### config.mk
export PLATFORM = sky130hd
export DESIGN_NAME = dhpm_top
export DESIGN_NICKNAME = d
export VERILOG_FILES = /design/src/verilog/dhpm_top.v /design/src/verilog/dhpm_fan.v /design/src/verilog/dhpm_ripple.v
export VERILOG_INCLUDE_DIRS = /design/src /design/src/verilog
export SDC_FILE = /design/constraint.sdc
export NUM_CORES = 2
export LEC_CHECK = 0
export BUFFER_PORTS_ARGS = -buffer_cell sky130_fd_sc_hd__buf_2
export CORE_ASPECT_RATIO = 0.6
export CORE_MARGIN = 8
export CORE_UTILIZATION = 40
export CTS_CLUSTER_DIAMETER = 30
export DETAILED_ROUTE_END_ITERATION = 10
export HOLD_SLACK_MARGIN = 0.15
export MAX_ROUTING_LAYER = met4
export PLACE_DENSITY = 0.53
export SYNTH_ARGS = -nofsm -noshare
export SYNTH_HDL_FRONTEND = slang
export SYNTH_HIERARCHICAL = 1
export SYNTH_SLANG_ARGS = --single-unit
### constraint.sdc
create_clock -name clk_sys -period 26.9 [get_ports clk_sys]
set_input_delay 5.38 -clock clk_sys [delete_from_list [all_inputs] [get_ports clk_sys]]
set_output_delay 5.38 -clock clk_sys [all_outputs]
set_load 0.03 [all_outputs]
### src/verilog/dhpm_consts.vh
// Purpose: Shared constants of the drive hardware protection monitor.
// Assumes: Included by bare name from every design file.
// Notes: Definitions only.
`ifndef DHPM_CONSTS_VH
`define DHPM_CONSTS_VH
// ********
// Timing
// ********
`define DHPM_CLK_PERIOD_NS 10
`define DHPM_TICK_NS 1000000
`define DHPM_TICK_CYC (`DHPM_TICK_NS / `DHPM_CLK_PERIOD_NS)
`define DHPM_PL_START_MS 12000
`define DHPM_PL_WIN_MS 1280
`define DHPM_MS_PER_S 10'd1000
`define DHPM_PL_SCANS 4'd10
// ********
// Setting ranges and factory defaults
// ********
`define DHPM_OH_LVL_MIN 8'd50
`define DHPM_OH_LVL_MAX 8'd130
`define DHPM_OH_LVL_DEF 8'd95
`define DHPM_ACT_RAMP 3'd0
`define DHPM_ACT_COAST 3'd1
`define DHPM_ACT_FAST 3'd2
`define DHPM_ACT_ALARM 3'd3
`define DHPM_ACT_REDUCE 3'd4
`define DHPM_RED_MAX 10'd1000
`define DHPM_RED_DEF 10'd200
`define DHPM_PL_MAX 8'd250
`define DHPM_PL_DEF 8'd100
`define DHPM_PL_K200 10'd400
`define DHPM_PL_K400 10'd800
`define DHPM_FAN_DLY_MAX 9'd300
`define DHPM_FAN_DLY_DEF 9'd300
`define DHPM_AMB_MIN 6'd45
`define DHPM_AMB_MAX 6'd60
`define DHPM_AMB_DEF 6'd45
`define DHPM_HUNT_GAIN_MAX 8'd250
`define DHPM_HUNT_GAIN_DEF 8'd100
`define DHPM_DO_OH_PREALARM 8'h20
`define DHPM_LOW_SPEED_FREQ 16'd600
`define DHPM_SCLA_PCT 16'd110
`define DHPM_SCLA_STEP 16'd10
`define DHPM_OL2_BASE 24'd600000
`define DHPM_OL2_DERATE 24'd20000
`define DHPM_OL2_FAST_W 24'd4
`endif

### src/verilog/dhpm_top.v
// Purpose: Hardware protection supervisor of a motor drive.
// Assumes: Measurements come from logic on clk_sys; run_cmd comes from a pin.
// Notes: Settings are captured on cfg_load and clamped to their ranges.
// How it works
// - Pre-alarm level 50 to 130 degrees, 95 after reset.
// - Any thermistor above level applies ramp, coast, fast stop, alarm or reduce.
// - Reduce mode keeps running, lowering speed by percent of maximum frequency.
// - Output function 20 closes whenever heatsink is above the pre-alarm level.
// - After 12 s, track bus minimum and maximum every 1.28 s window.
// - Ten-scan ripple sum above level times 400 or 800 trips phase loss.
// - Phase loss level 0.0 to 25.0 percent.
// - Enabled ground current above half rated current flags fault and coasts.
// - Ground current is the sum of the three phase currents.
// - Fan mode 0 runs fan with run; mode 1 keeps fan always on.
// - In run mode fan stays on 0 to 300 s after run drops.
// - Ambient 45 to 60 degrees; above 45 derates overload level.
// - Enabled low-speed option speeds overload build-up at 6 Hz and below.
// - Enabled soft limit lowers frequency above 110 percent current.
// - Hunting prevention trims voltage with gain 0.00 to 2.50, default 1.00.
// - Braking resistor selection is stored only.
`timescale 1ns/10ps
`include "dhpm_consts.vh"
module dhpm_top #(
    parameter P_TICK_CYC = `DHPM_TICK_CYC,
    parameter P_PL_START_MS = `DHPM_PL_START_MS,
    parameter P_PL_WIN_MS = `DHPM_PL_WIN_MS
) (
    // Clock and reset.
    input wire clk_sys,
    input wire sys_rst,
    // Settings, captured on cfg_load.
    input wire cfg_load,
    input wire braking_resistor_protect_sel,
    input wire [7:0] overheat_prealarm_level,
    input wire [2:0] overheat_action_sel,
    input wire [9:0] overheat_speed_reduction,
    input wire [7:0] phase_loss_level,
    input wire volt_class_400,
    input wire ground_fault_enable,
    input wire fan_mode_sel,
    input wire [8:0] fan_off_delay,
    input wire [5:0] ambient_temp_setting,
    input wire low_speed_overload_sel,
    input wire soft_current_limit_enable,
    input wire antihunt_enable,
    input wire [7:0] antihunt_gain,
    input wire [7:0] digital_output_function_sel,
    input wire [15:0] max_output_frequency,
    // Measurements.
    input wire run_cmd,
    input wire fault_reset,
    input wire [7:0] heatsink_temp_a,
    input wire [7:0] heatsink_temp_b,
    input wire [7:0] heatsink_temp_c,
    input wire bus_valid,
    input wire [11:0] dc_bus_volt,
    input wire signed [15:0] phase_cur_u,
    input wire signed [15:0] phase_cur_v,
    input wire signed [15:0] phase_cur_w,
    input wire [15:0] rated_current,
    input wire [15:0] output_frequency,
    input wire [15:0] speed_command,
    input wire signed [15:0] magnetising_current,
    // Actions and indications.
    output reg ramp_stop_req,
    output reg coast_stop_req,
    output reg fast_stop_req,
    output reg heatsink_overheat_fault,
    output reg heatsink_overheat_alarm,
    output reg digital_output,
    output reg [15:0] speed_command_limited,
    output reg software_current_limit,
    output reg input_phase_loss_fault,
    output reg ground_fault_indication,
    output reg drive_overload_fault,
    output reg fan_on,
    output reg signed [15:0] voltage_trim,
    output reg brake_sel_stored
);
    // ********
    // Helpers
    // ********
    // Clamp a setting into its legal range.
    function [7:0] dhpm_clamp;
        input [7:0] v;
        input [7:0] lo;
        input [7:0] hi;
        begin
            dhpm_clamp = (v < lo) ? lo : ((v > hi) ? hi : v);
        end
    endfunction

    // Magnitude of a signed value.
    function [16:0] dhpm_abs;
        input signed [16:0] v;
        begin
            dhpm_abs = v[16] ? -v : v;
        end
    endfunction

    // ********
    // Settings
    // ********
    reg [7:0] oh_level;
    reg [2:0] oh_action;
    reg [9:0] oh_reduce;
    reg [7:0] pl_level;
    reg class_400;
    reg gf_en;
    reg fan_mode;
    reg [8:0] fan_delay;
    reg [5:0] ambient;
    reg ls_ol_en;
    reg scla_en;
    reg hunt_en;
    reg [7:0] hunt_gain;
    reg [7:0] do_sel;
    reg [15:0] fmax;
    wire [7:0] amb_clamped = dhpm_clamp({2'b00, ambient_temp_setting}, {2'b00, `DHPM_AMB_MIN},
        {2'b00, `DHPM_AMB_MAX});

    // Settings are clamped on capture so an out-of-range value never acts.
    always @(posedge clk_sys or posedge sys_rst) begin
        if (sys_rst) begin
            oh_level <= `DHPM_OH_LVL_DEF;
            oh_action <= `DHPM_ACT_REDUCE;
            oh_reduce <= `DHPM_RED_DEF;
            pl_level <= `DHPM_PL_DEF;
            class_400 <= 1'b0;
            gf_en <= 1'b1;
            fan_mode <= 1'b0;
            fan_delay <= `DHPM_FAN_DLY_DEF;
            ambient <= `DHPM_AMB_DEF;
            ls_ol_en <= 1'b1;
            scla_en <= 1'b1;
            hunt_en <= 1'b1;
            hunt_gain <= `DHPM_HUNT_GAIN_DEF;
            do_sel <= 8'h00;
            fmax <= 16'h0000;
            brake_sel_stored <= 1'b0;
        end else if (cfg_load) begin
            oh_level <= dhpm_clamp(overheat_prealarm_level, `DHPM_OH_LVL_MIN,
                `DHPM_OH_LVL_MAX);
            oh_action <= (overheat_action_sel > `DHPM_ACT_REDUCE) ?
                `DHPM_ACT_REDUCE : overheat_action_sel;
            oh_reduce <= (overheat_speed_reduction > `DHPM_RED_MAX) ?
                `DHPM_RED_MAX : overheat_speed_reduction;
            pl_level <= (phase_loss_level > `DHPM_PL_MAX) ?
                `DHPM_PL_MAX : phase_loss_level;
            class_400 <= volt_class_400;
            gf_en <= ground_fault_enable;
            fan_mode <= fan_mode_sel;
            fan_delay <= (fan_off_delay > `DHPM_FAN_DLY_MAX) ?
                `DHPM_FAN_DLY_MAX : fan_off_delay;
            ambient <= amb_clamped[5:0];
            ls_ol_en <= low_speed_overload_sel;
            scla_en <= soft_current_limit_enable;
            hunt_en <= antihunt_enable;
            hunt_gain <= (antihunt_gain > `DHPM_HUNT_GAIN_MAX) ?
                `DHPM_HUNT_GAIN_MAX : antihunt_gain;
            do_sel <= digital_output_function_sel;
            fmax <= max_output_frequency;
            brake_sel_stored <= braking_resistor_protect_sel;
        end
    end

    // ********
    // Run input synchroniser and time base
    // ********
    reg [2:0] run_sync;
    reg run;
    reg [31:0] tick_cnt;
    reg tick_ms;
    reg [9:0] ms_cnt;
    reg tick_s;

    // The run pin is only believed once two late stages agree.
    always @(posedge clk_sys or posedge sys_rst) begin
        if (sys_rst) begin
            run_sync <= 3'h0;
            run <= 1'b0;
            tick_cnt <= 32'h00000000;
            tick_ms <= 1'b0;
            ms_cnt <= 10'h000;
            tick_s <= 1'b0;
        end else begin
            run_sync <= {run_sync[1:0], run_cmd};
            if (run_sync[2] == run_sync[1]) begin
                run <= run_sync[2];
            end
            tick_ms <= (tick_cnt == P_TICK_CYC - 1);
            tick_cnt <= (tick_cnt == P_TICK_CYC - 1) ? 32'h00000000 : tick_cnt + 32'h1;
            tick_s <= 1'b0;
            if (tick_ms) begin
                tick_s <= (ms_cnt == `DHPM_MS_PER_S - 10'd1);
                ms_cnt <= (ms_cnt == `DHPM_MS_PER_S - 10'd1) ? 10'h000 : ms_cnt + 10'h001;
            end
        end
    end

    // ********
    // Heatsink overheat
    // ********
    wire hot = (heatsink_temp_a > oh_level) || (heatsink_temp_b > oh_level) ||
        (heatsink_temp_c > oh_level);
    wire [25:0] red_prod = fmax * oh_reduce;
    wire [25:0] red_q = red_prod / 26'd1000;
    wire [15:0] red_amt = red_q[15:0];

    // Faulting actions latch until reset by fault_reset; a new hot reading wins.
    always @(posedge clk_sys or posedge sys_rst) begin
        if (sys_rst) begin
            heatsink_overheat_fault <= 1'b0;
            heatsink_overheat_alarm <= 1'b0;
            ramp_stop_req <= 1'b0;
            fast_stop_req <= 1'b0;
            digital_output <= 1'b0;
        end else begin
            if (hot && oh_action <= `DHPM_ACT_FAST) begin
                heatsink_overheat_fault <= 1'b1;
                ramp_stop_req <= (oh_action == `DHPM_ACT_RAMP);
                fast_stop_req <= (oh_action == `DHPM_ACT_FAST);
            end else if (fault_reset) begin
                heatsink_overheat_fault <= 1'b0;
                ramp_stop_req <= 1'b0;
                fast_stop_req <= 1'b0;
            end
            heatsink_overheat_alarm <= hot && oh_action >= `DHPM_ACT_ALARM;
            digital_output <= hot && do_sel == `DHPM_DO_OH_PREALARM;
        end
    end

    // ********
    // Ground fault, soft current limit and speed command
    // ********
    wire [16:0] gnd_cur = dhpm_abs({phase_cur_u[15], phase_cur_u} +
        {phase_cur_v[15], phase_cur_v} + {phase_cur_w[15], phase_cur_w});
    wire [16:0] abs_u = dhpm_abs({phase_cur_u[15], phase_cur_u});
    wire [16:0] abs_v = dhpm_abs({phase_cur_v[15], phase_cur_v});
    wire [16:0] abs_w = dhpm_abs({phase_cur_w[15], phase_cur_w});
    wire [16:0] i_pk = (abs_u > abs_v) ? ((abs_u > abs_w) ? abs_u : abs_w) :
        ((abs_v > abs_w) ? abs_v : abs_w);
    wire [31:0] scla_lvl = rated_current * `DHPM_SCLA_PCT;
    wire over_scla = ({8'h00, i_pk} * 24'd100) > {1'b0, scla_lvl[23:0]};
    wire gf_hit = gf_en && ({gnd_cur, 1'b0} > {2'b00, rated_current});
    wire [15:0] after_oh = (hot && oh_action == `DHPM_ACT_REDUCE) ?
        ((speed_command > red_amt) ? speed_command - red_amt : 16'h0000) : speed_command;
    wire [15:0] after_cla = (output_frequency > `DHPM_SCLA_STEP) ?
        output_frequency - `DHPM_SCLA_STEP : 16'h0000;

    // Ground faults coast the drive; the soft limit releases as soon as current drops.
    always @(posedge clk_sys or posedge sys_rst) begin
        if (sys_rst) begin
            ground_fault_indication <= 1'b0;
            coast_stop_req <= 1'b0;
            software_current_limit <= 1'b0;
            speed_command_limited <= 16'h0000;
        end else begin
            if (gf_hit) begin
                ground_fault_indication <= 1'b1;
            end else if (fault_reset) begin
                ground_fault_indication <= 1'b0;
            end
            if (gf_hit || (hot && oh_action == `DHPM_ACT_COAST)) begin
                coast_stop_req <= 1'b1;
            end else if (fault_reset) begin
                coast_stop_req <= 1'b0;
            end
            software_current_limit <= scla_en && over_scla;
            if (scla_en && over_scla && after_cla < after_oh) begin
                speed_command_limited <= after_cla;
            end else begin
                speed_command_limited <= after_oh;
            end
        end
    end

    // ********
    // Drive overload
    // ********
    reg [23:0] ol_acc;
    wire [23:0] ol_lvl = `DHPM_OL2_BASE -
        ({18'h00000, ambient - `DHPM_AMB_MIN} * `DHPM_OL2_DERATE);
    wire slow = ls_ol_en && output_frequency <= `DHPM_LOW_SPEED_FREQ;
    wire [23:0] ol_w = slow ? `DHPM_OL2_FAST_W : 24'h000001;

    // Heat is integrated per millisecond above rated current and bleeds off below it.
    always @(posedge clk_sys or posedge sys_rst) begin
        if (sys_rst) begin
            ol_acc <= 24'h000000;
            drive_overload_fault <= 1'b0;
        end else begin
            if (tick_ms && i_pk > {1'b0, rated_current}) begin
                ol_acc <= ol_acc + ol_w;
            end else if (tick_ms && ol_acc != 24'h000000) begin
                ol_acc <= ol_acc - 24'h000001;
            end
            if (ol_acc >= ol_lvl) begin
                drive_overload_fault <= 1'b1;
            end else if (fault_reset) begin
                drive_overload_fault <= 1'b0;
            end
        end
    end

    // ********
    // Input phase loss
    // ********
    wire pl_trip;
    wire [17:0] pl_trip_sum = pl_level * (class_400 ? `DHPM_PL_K400 : `DHPM_PL_K200);

    dhpm_ripple #(
        .START_MS(P_PL_START_MS),
        .WIN_MS(P_PL_WIN_MS)
    ) u_ripple (
        .clk_sys(clk_sys),
        .sys_rst(sys_rst),
        .tick_ms(tick_ms),
        .bus_valid(bus_valid),
        .bus_volt(dc_bus_volt),
        .trip_sum(pl_trip_sum),
        .trip(pl_trip)
    );

    // The phase loss trip latches until fault_reset; it raises no coast or other stop request.
    always @(posedge clk_sys or posedge sys_rst) begin
        if (sys_rst) begin
            input_phase_loss_fault <= 1'b0;
        end else if (pl_trip) begin
            input_phase_loss_fault <= 1'b1;
        end else if (fault_reset) begin
            input_phase_loss_fault <= 1'b0;
        end
    end

    // ********
    // Fan and hunting prevention
    // ********
    wire fan_drive;
    reg signed [15:0] id_filt;
    wire signed [16:0] id_dev = magnetising_current - id_filt;
    wire signed [25:0] hunt_prod = id_dev * $signed({1'b0, hunt_gain});
    wire signed [25:0] hunt_q = -(hunt_prod / 26'sd100);

    dhpm_fan u_fan (
        .clk_sys(clk_sys),
        .sys_rst(sys_rst),
        .tick_s(tick_s),
        .run(run),
        .fan_mode_sel(fan_mode),
        .fan_off_delay(fan_delay),
        .fan_on(fan_drive)
    );

    // A slow filter tracks the magnetising current; the trim opposes deviation.
    always @(posedge clk_sys or posedge sys_rst) begin
        if (sys_rst) begin
            id_filt <= 16'sh0000;
            voltage_trim <= 16'sh0000;
            fan_on <= 1'b0;
        end else begin
            fan_on <= fan_drive;
            if (tick_ms) begin
                id_filt <= id_filt + {{3{id_dev[16]}}, id_dev[16:4]};
            end
            voltage_trim <= hunt_en ? hunt_q[15:0] : 16'sh0000;
        end
    end
endmodule // dhpm_top

### src/verilog/dhpm_fan.v
// Purpose: Heatsink fan control with off-delay.
// Assumes: tick_s is a one-cycle pulse once per second.
// Notes: Delay is counted in whole seconds.
`timescale 1ns/10ps
`include "dhpm_consts.vh"
module dhpm_fan (
    // Clock and reset.
    input wire clk_sys,
    input wire sys_rst,
    // Control.
    input wire tick_s,
    input wire run,
    input wire fan_mode_sel,
    input wire [8:0] fan_off_delay,
    // Fan drive.
    output reg fan_on
);
    reg [8:0] remain;

    // A new run command reloads the delay, so a pending turn-off is cancelled.
    always @(posedge clk_sys or posedge sys_rst) begin
        if (sys_rst) begin
            remain <= 9'h000;
            fan_on <= 1'b0;
        end else if (fan_mode_sel) begin
            fan_on <= 1'b1;
            remain <= 9'h000;
        end else if (run) begin
            fan_on <= 1'b1;
            remain <= fan_off_delay;
        end else if (remain == 9'h000) begin
            fan_on <= 1'b0;
        end else if (tick_s) begin
            remain <= remain - 9'h001;
        end
    end
endmodule // dhpm_fan

### src/verilog/dhpm_ripple.v
// Purpose: DC bus ripple monitor for input phase loss.
// Assumes: tick_ms pulses once per millisecond; bus_valid marks new samples.
// Notes: Ten window results are summed, so the sum stands for ten times the mean.
`timescale 1ns/10ps
`include "dhpm_consts.vh"
module dhpm_ripple #(
    parameter START_MS = `DHPM_PL_START_MS,
    parameter WIN_MS = `DHPM_PL_WIN_MS
) (
    // Clock and reset.
    input wire clk_sys,
    input wire sys_rst,
    // Samples.
    input wire tick_ms,
    input wire bus_valid,
    input wire [11:0] bus_volt,
    // Trip level as ten times the mean ripple.
    input wire [17:0] trip_sum,
    // Result.
    output reg trip
);
    reg [13:0] start_cnt;
    reg started;
    reg [10:0] win_cnt;
    reg [11:0] vmin;
    reg [11:0] vmax;
    reg [3:0] scans;
    reg [15:0] sum;
    wire [15:0] next_sum = sum + {4'h0, vmax - vmin};

    // Wait for start-up, then close a window every WIN_MS milliseconds.
    always @(posedge clk_sys or posedge sys_rst) begin
        if (sys_rst) begin
            start_cnt <= 14'h0000;
            started <= 1'b0;
            win_cnt <= 11'h000;
            vmin <= 12'hfff;
            vmax <= 12'h000;
            scans <= 4'h0;
            sum <= 16'h0000;
            trip <= 1'b0;
        end else begin
            trip <= 1'b0;
            if (!started) begin
                if (tick_ms) begin
                    start_cnt <= start_cnt + 14'h0001;
                    started <= (start_cnt == START_MS[13:0] - 14'h0001);
                end
            end else begin
                if (bus_valid && bus_volt < vmin) begin
                    vmin <= bus_volt;
                end
                if (bus_valid && bus_volt > vmax) begin
                    vmax <= bus_volt;
                end
                if (tick_ms && win_cnt == WIN_MS[10:0] - 11'h001) begin
                    win_cnt <= 11'h000;
                    vmin <= 12'hfff;
                    vmax <= 12'h000;
                    if (scans == `DHPM_PL_SCANS - 4'd1) begin
                        scans <= 4'h0;
                        sum <= 16'h0000;
                        trip <= ({2'b00, next_sum} > trip_sum);
                    end else begin
                        scans <= scans + 4'h1;
                        sum <= next_sum;
                    end
                end else if (tick_ms) begin
                    win_cnt <= win_cnt + 11'h001;
                end
            end
        end
    end
endmodule // dhpm_ripple

==> out/metrics.cfg <==
[die]
ioPinCount = 281
coreArea_um2 = 121500
floorplan.initialDensity_pct = 40.35
die-area_um2 = 134400
die_y_um = 287.2
dieWidth_um = 468.0
rows = 99

[drt]
dr.pass1.iters = 5
dr_total_vias = 43620
drt_iter0_drc = 3632
drc = 0
viasPerCell = 5.522
wirelength_um = 148400
wl_per_cell_um = 18.78
ant_nets = 0

[timing]
fin_crit_ps = 25970
max_freq_mhz = 38.50
maxSlewHeadroom_pct = 7.652
rsz0062_at_grt = yes
setup_viol = 0
worstMarginPinSlew_ps = 1375
fin_crit_sh_pct = 96.55
slew_violations = 0
skew_ps = 49.62
hold_ws_ps = 347.1
finalHoldViolCount = 0

[worst_setup_path]
critPathSlowestCell = fa_1
required_ps = 27440
crit_path_start_kind = input pin
worstPathMaxFanout = 16
criticalPathCategory = input pin to register
crit_arrival_ps = 26510
cp_common_cell = a21o_1
end_kind = register
critPathMaxStageDelay_ps = 530

[cts]
cts_buffer_depth = 3
clk-insertion-delay-late_ps = 660
htree_levels = 3
cts.sinks = 295
cts_buffers = 78
clk_pin_slew_ps = 50
cts-root-buf = clkbuf_16
cts_tree = yes

[cells_and_area]
area_growth_pct = 14.39
stdcell_area_um2 = 56080
nFillCells = 12080
finalNetCount = 7352
layout-drive-gt1-share_pct = 13.83

[synth]
synth_most_common_cell = inv_1
ys_types = 141
yosys.area.top_type = ha_1
synthTopCellsByCount = 621 x inv_1, 591 x ha_1, 501 x nand2_1, 359 x nor2_1, 340 x a21oi_1
syn_area_um2 = 49030
yosys_warnings = 6
synth-edff-count = 0
ys_ff_latch = 295
ys_seq_area_share_pct = 15.16
avgSynthCellArea_um2 = 8.361
synthTopCellsByArea = ha_1 15%, dfrtp_1 13%, fa_1 13%, xnor2_1 5.3%, inv_1 4.8%
syn_inst = 5864
ys.flop_type = dfrtp_1
synth_top_area_share_pct = 15.08
async_flop_share_pct = 100.0

[place]
routabilityCongestion = 0.9275
port_buffers = 280
hpwl_um = 120100
dpl_cell_area_um2 = 52600

[global_route]
grt_pass1_vias = 41960
grt_pass1_wl_um = 238100
grt_max_degree = 91
grt_overflow = 0
antenna_found_initial = 17
track_usage_pct = 22.19

[flow_run]
max-cap-violations = 0

[status]
outcome = finished, final reports clean

[worst_hold_path]
hold_path.class = register to register

-- layer usage --
metal,global-route usage [%],routed length [µm]
met1,34.81,79300
met2,29.85,58200
met3,2.944,8284
met4,4.396,2581
met5,-,0
-- cells by family (layout without fill, tap and decap cells) --
logic type               count (synthesis)  in the layout  share of synthesized area [%]
AO/OA/AOI/OAI                         1506           1506                          21.38
XOR/XNOR                               461            462                          8.266
adder cells (fa/ha/maj)                911            911                          28.05
buffers and inverters                  783           1174                          6.158
flip-flops                             295            295                          15.16
multiplexers                           121            121                          2.708
other                                    2             30                        0.01532
AND/OR/NAND/NOR                       1785           1785                          18.26
-- state kept, by name, summed over array words and instances, names as in the netlist, 11 cells and up --
name,cells
u_ripple/sum,16
u_ripple/vmin,12
fmax,16
voltage_trim,16
u_ripple/start_cnt,14
ol_acc,24
u_ripple/win_cnt,11
u_ripple/vmax,12
id_filt,16
tick_cnt,32
speed_command_limited,16
-- metrics by stage --
step | worst slack, ps | util (%) | setup TNS (ps) | instances
6_report | 928.0 | 46.15 | 0 | 7900
5_1_grt | -194.9 | 46.15 | -1192 | 7899
4_1_cts | 254.5 | 45.53 | 0 | 7863
3_5_place_dp | -330.0 | 43.29 | -1951 | 7717
3_3_place_gp | -5.821 | 43.29 | -5.821 | 7717
2_1_floorplan | 2157 | - | 0 | 5883
-- worst max-delay path, delay by kind of cell --
kind	cells	cell delay [ps]
adders and majority gates	9	3370
and+or+nand+nor	16	3280
AOI/OAI and AO/OA	48	11640
muxes	4	1030
buffers and inverters	9	1120
xor gates and xnor gates	3	610
-- final timing paths --
check / startpoint / end / slack, ps / depth (start not counted)
setup / recovery: magnetising_current[0] / voltage_trim[14]$_DFF_PP0_ / 930 / 89
hold / removal: run_sync[0]$_DFF_PP0_ / run_sync[1]$_DFF_PP0_ / 350 / 0
setup reg to reg: oh_reduce[3]$_DFFE_PP1P_ / speed_command_limited[9]$_DFF_PP0_ / 1930 / 91
hold reg to reg: run_sync[0]$_DFF_PP0_ / run_sync[1]$_DFF_PP0_ / 350 / 0
max in group asynchronous: sys_rst / tick_ms$_DFF_PP0_ / 20430 / 3
min in group asynchronous: sys_rst / u_ripple/start_cnt[10]$_DFFE_PP0P_ / 4780 / 2
-- cells in the final DEF, fill, tap and decap left out, types with 47 or more instances in the layout --
cell,n
a21o_1,125
a21oi_1,333
a31oi_1,47
and2_1,184
buf_2,279
buf_4,122
clkbuf_16,78
dfrtp_1,252
fa_1,315
ha_1,587
inv_1,617
mux2_2,71
nand2_1,499
nand2b_1,71
nand3_1,140
nand4_1,86
nor2_1,357
nor2b_1,79
nor3_1,101
o21a_1,49
o21ai_0,273
o21bai_1,72
o31ai_1,51
xnor2_1,292
xor2_1,154
-- final cells by class --
cell class                 instances  area (µm²)  area share (%)
antenna                            9       22.52         0.04016
clock buffer                     102        2082           3.712
clock inverter                    44       640.6           1.142
inverter                         627        2362           4.212
multi-input combinational       4806       39210           69.91
sequential                       295        7436           13.26
tap                             1616        2022           3.605
timing repair buffer             401        2312           4.123
-- what timing repair did --
item,4_1_cts,5_1_grt
hold buffers,0,0
buffers inserted,0,27
gates resized for setup,0,102
setup endpoints to repair,0,32
Power is left out: the tool's default activity adds up to more than one toggle a clock period on the data nets, which glitch-free logic cannot reach.
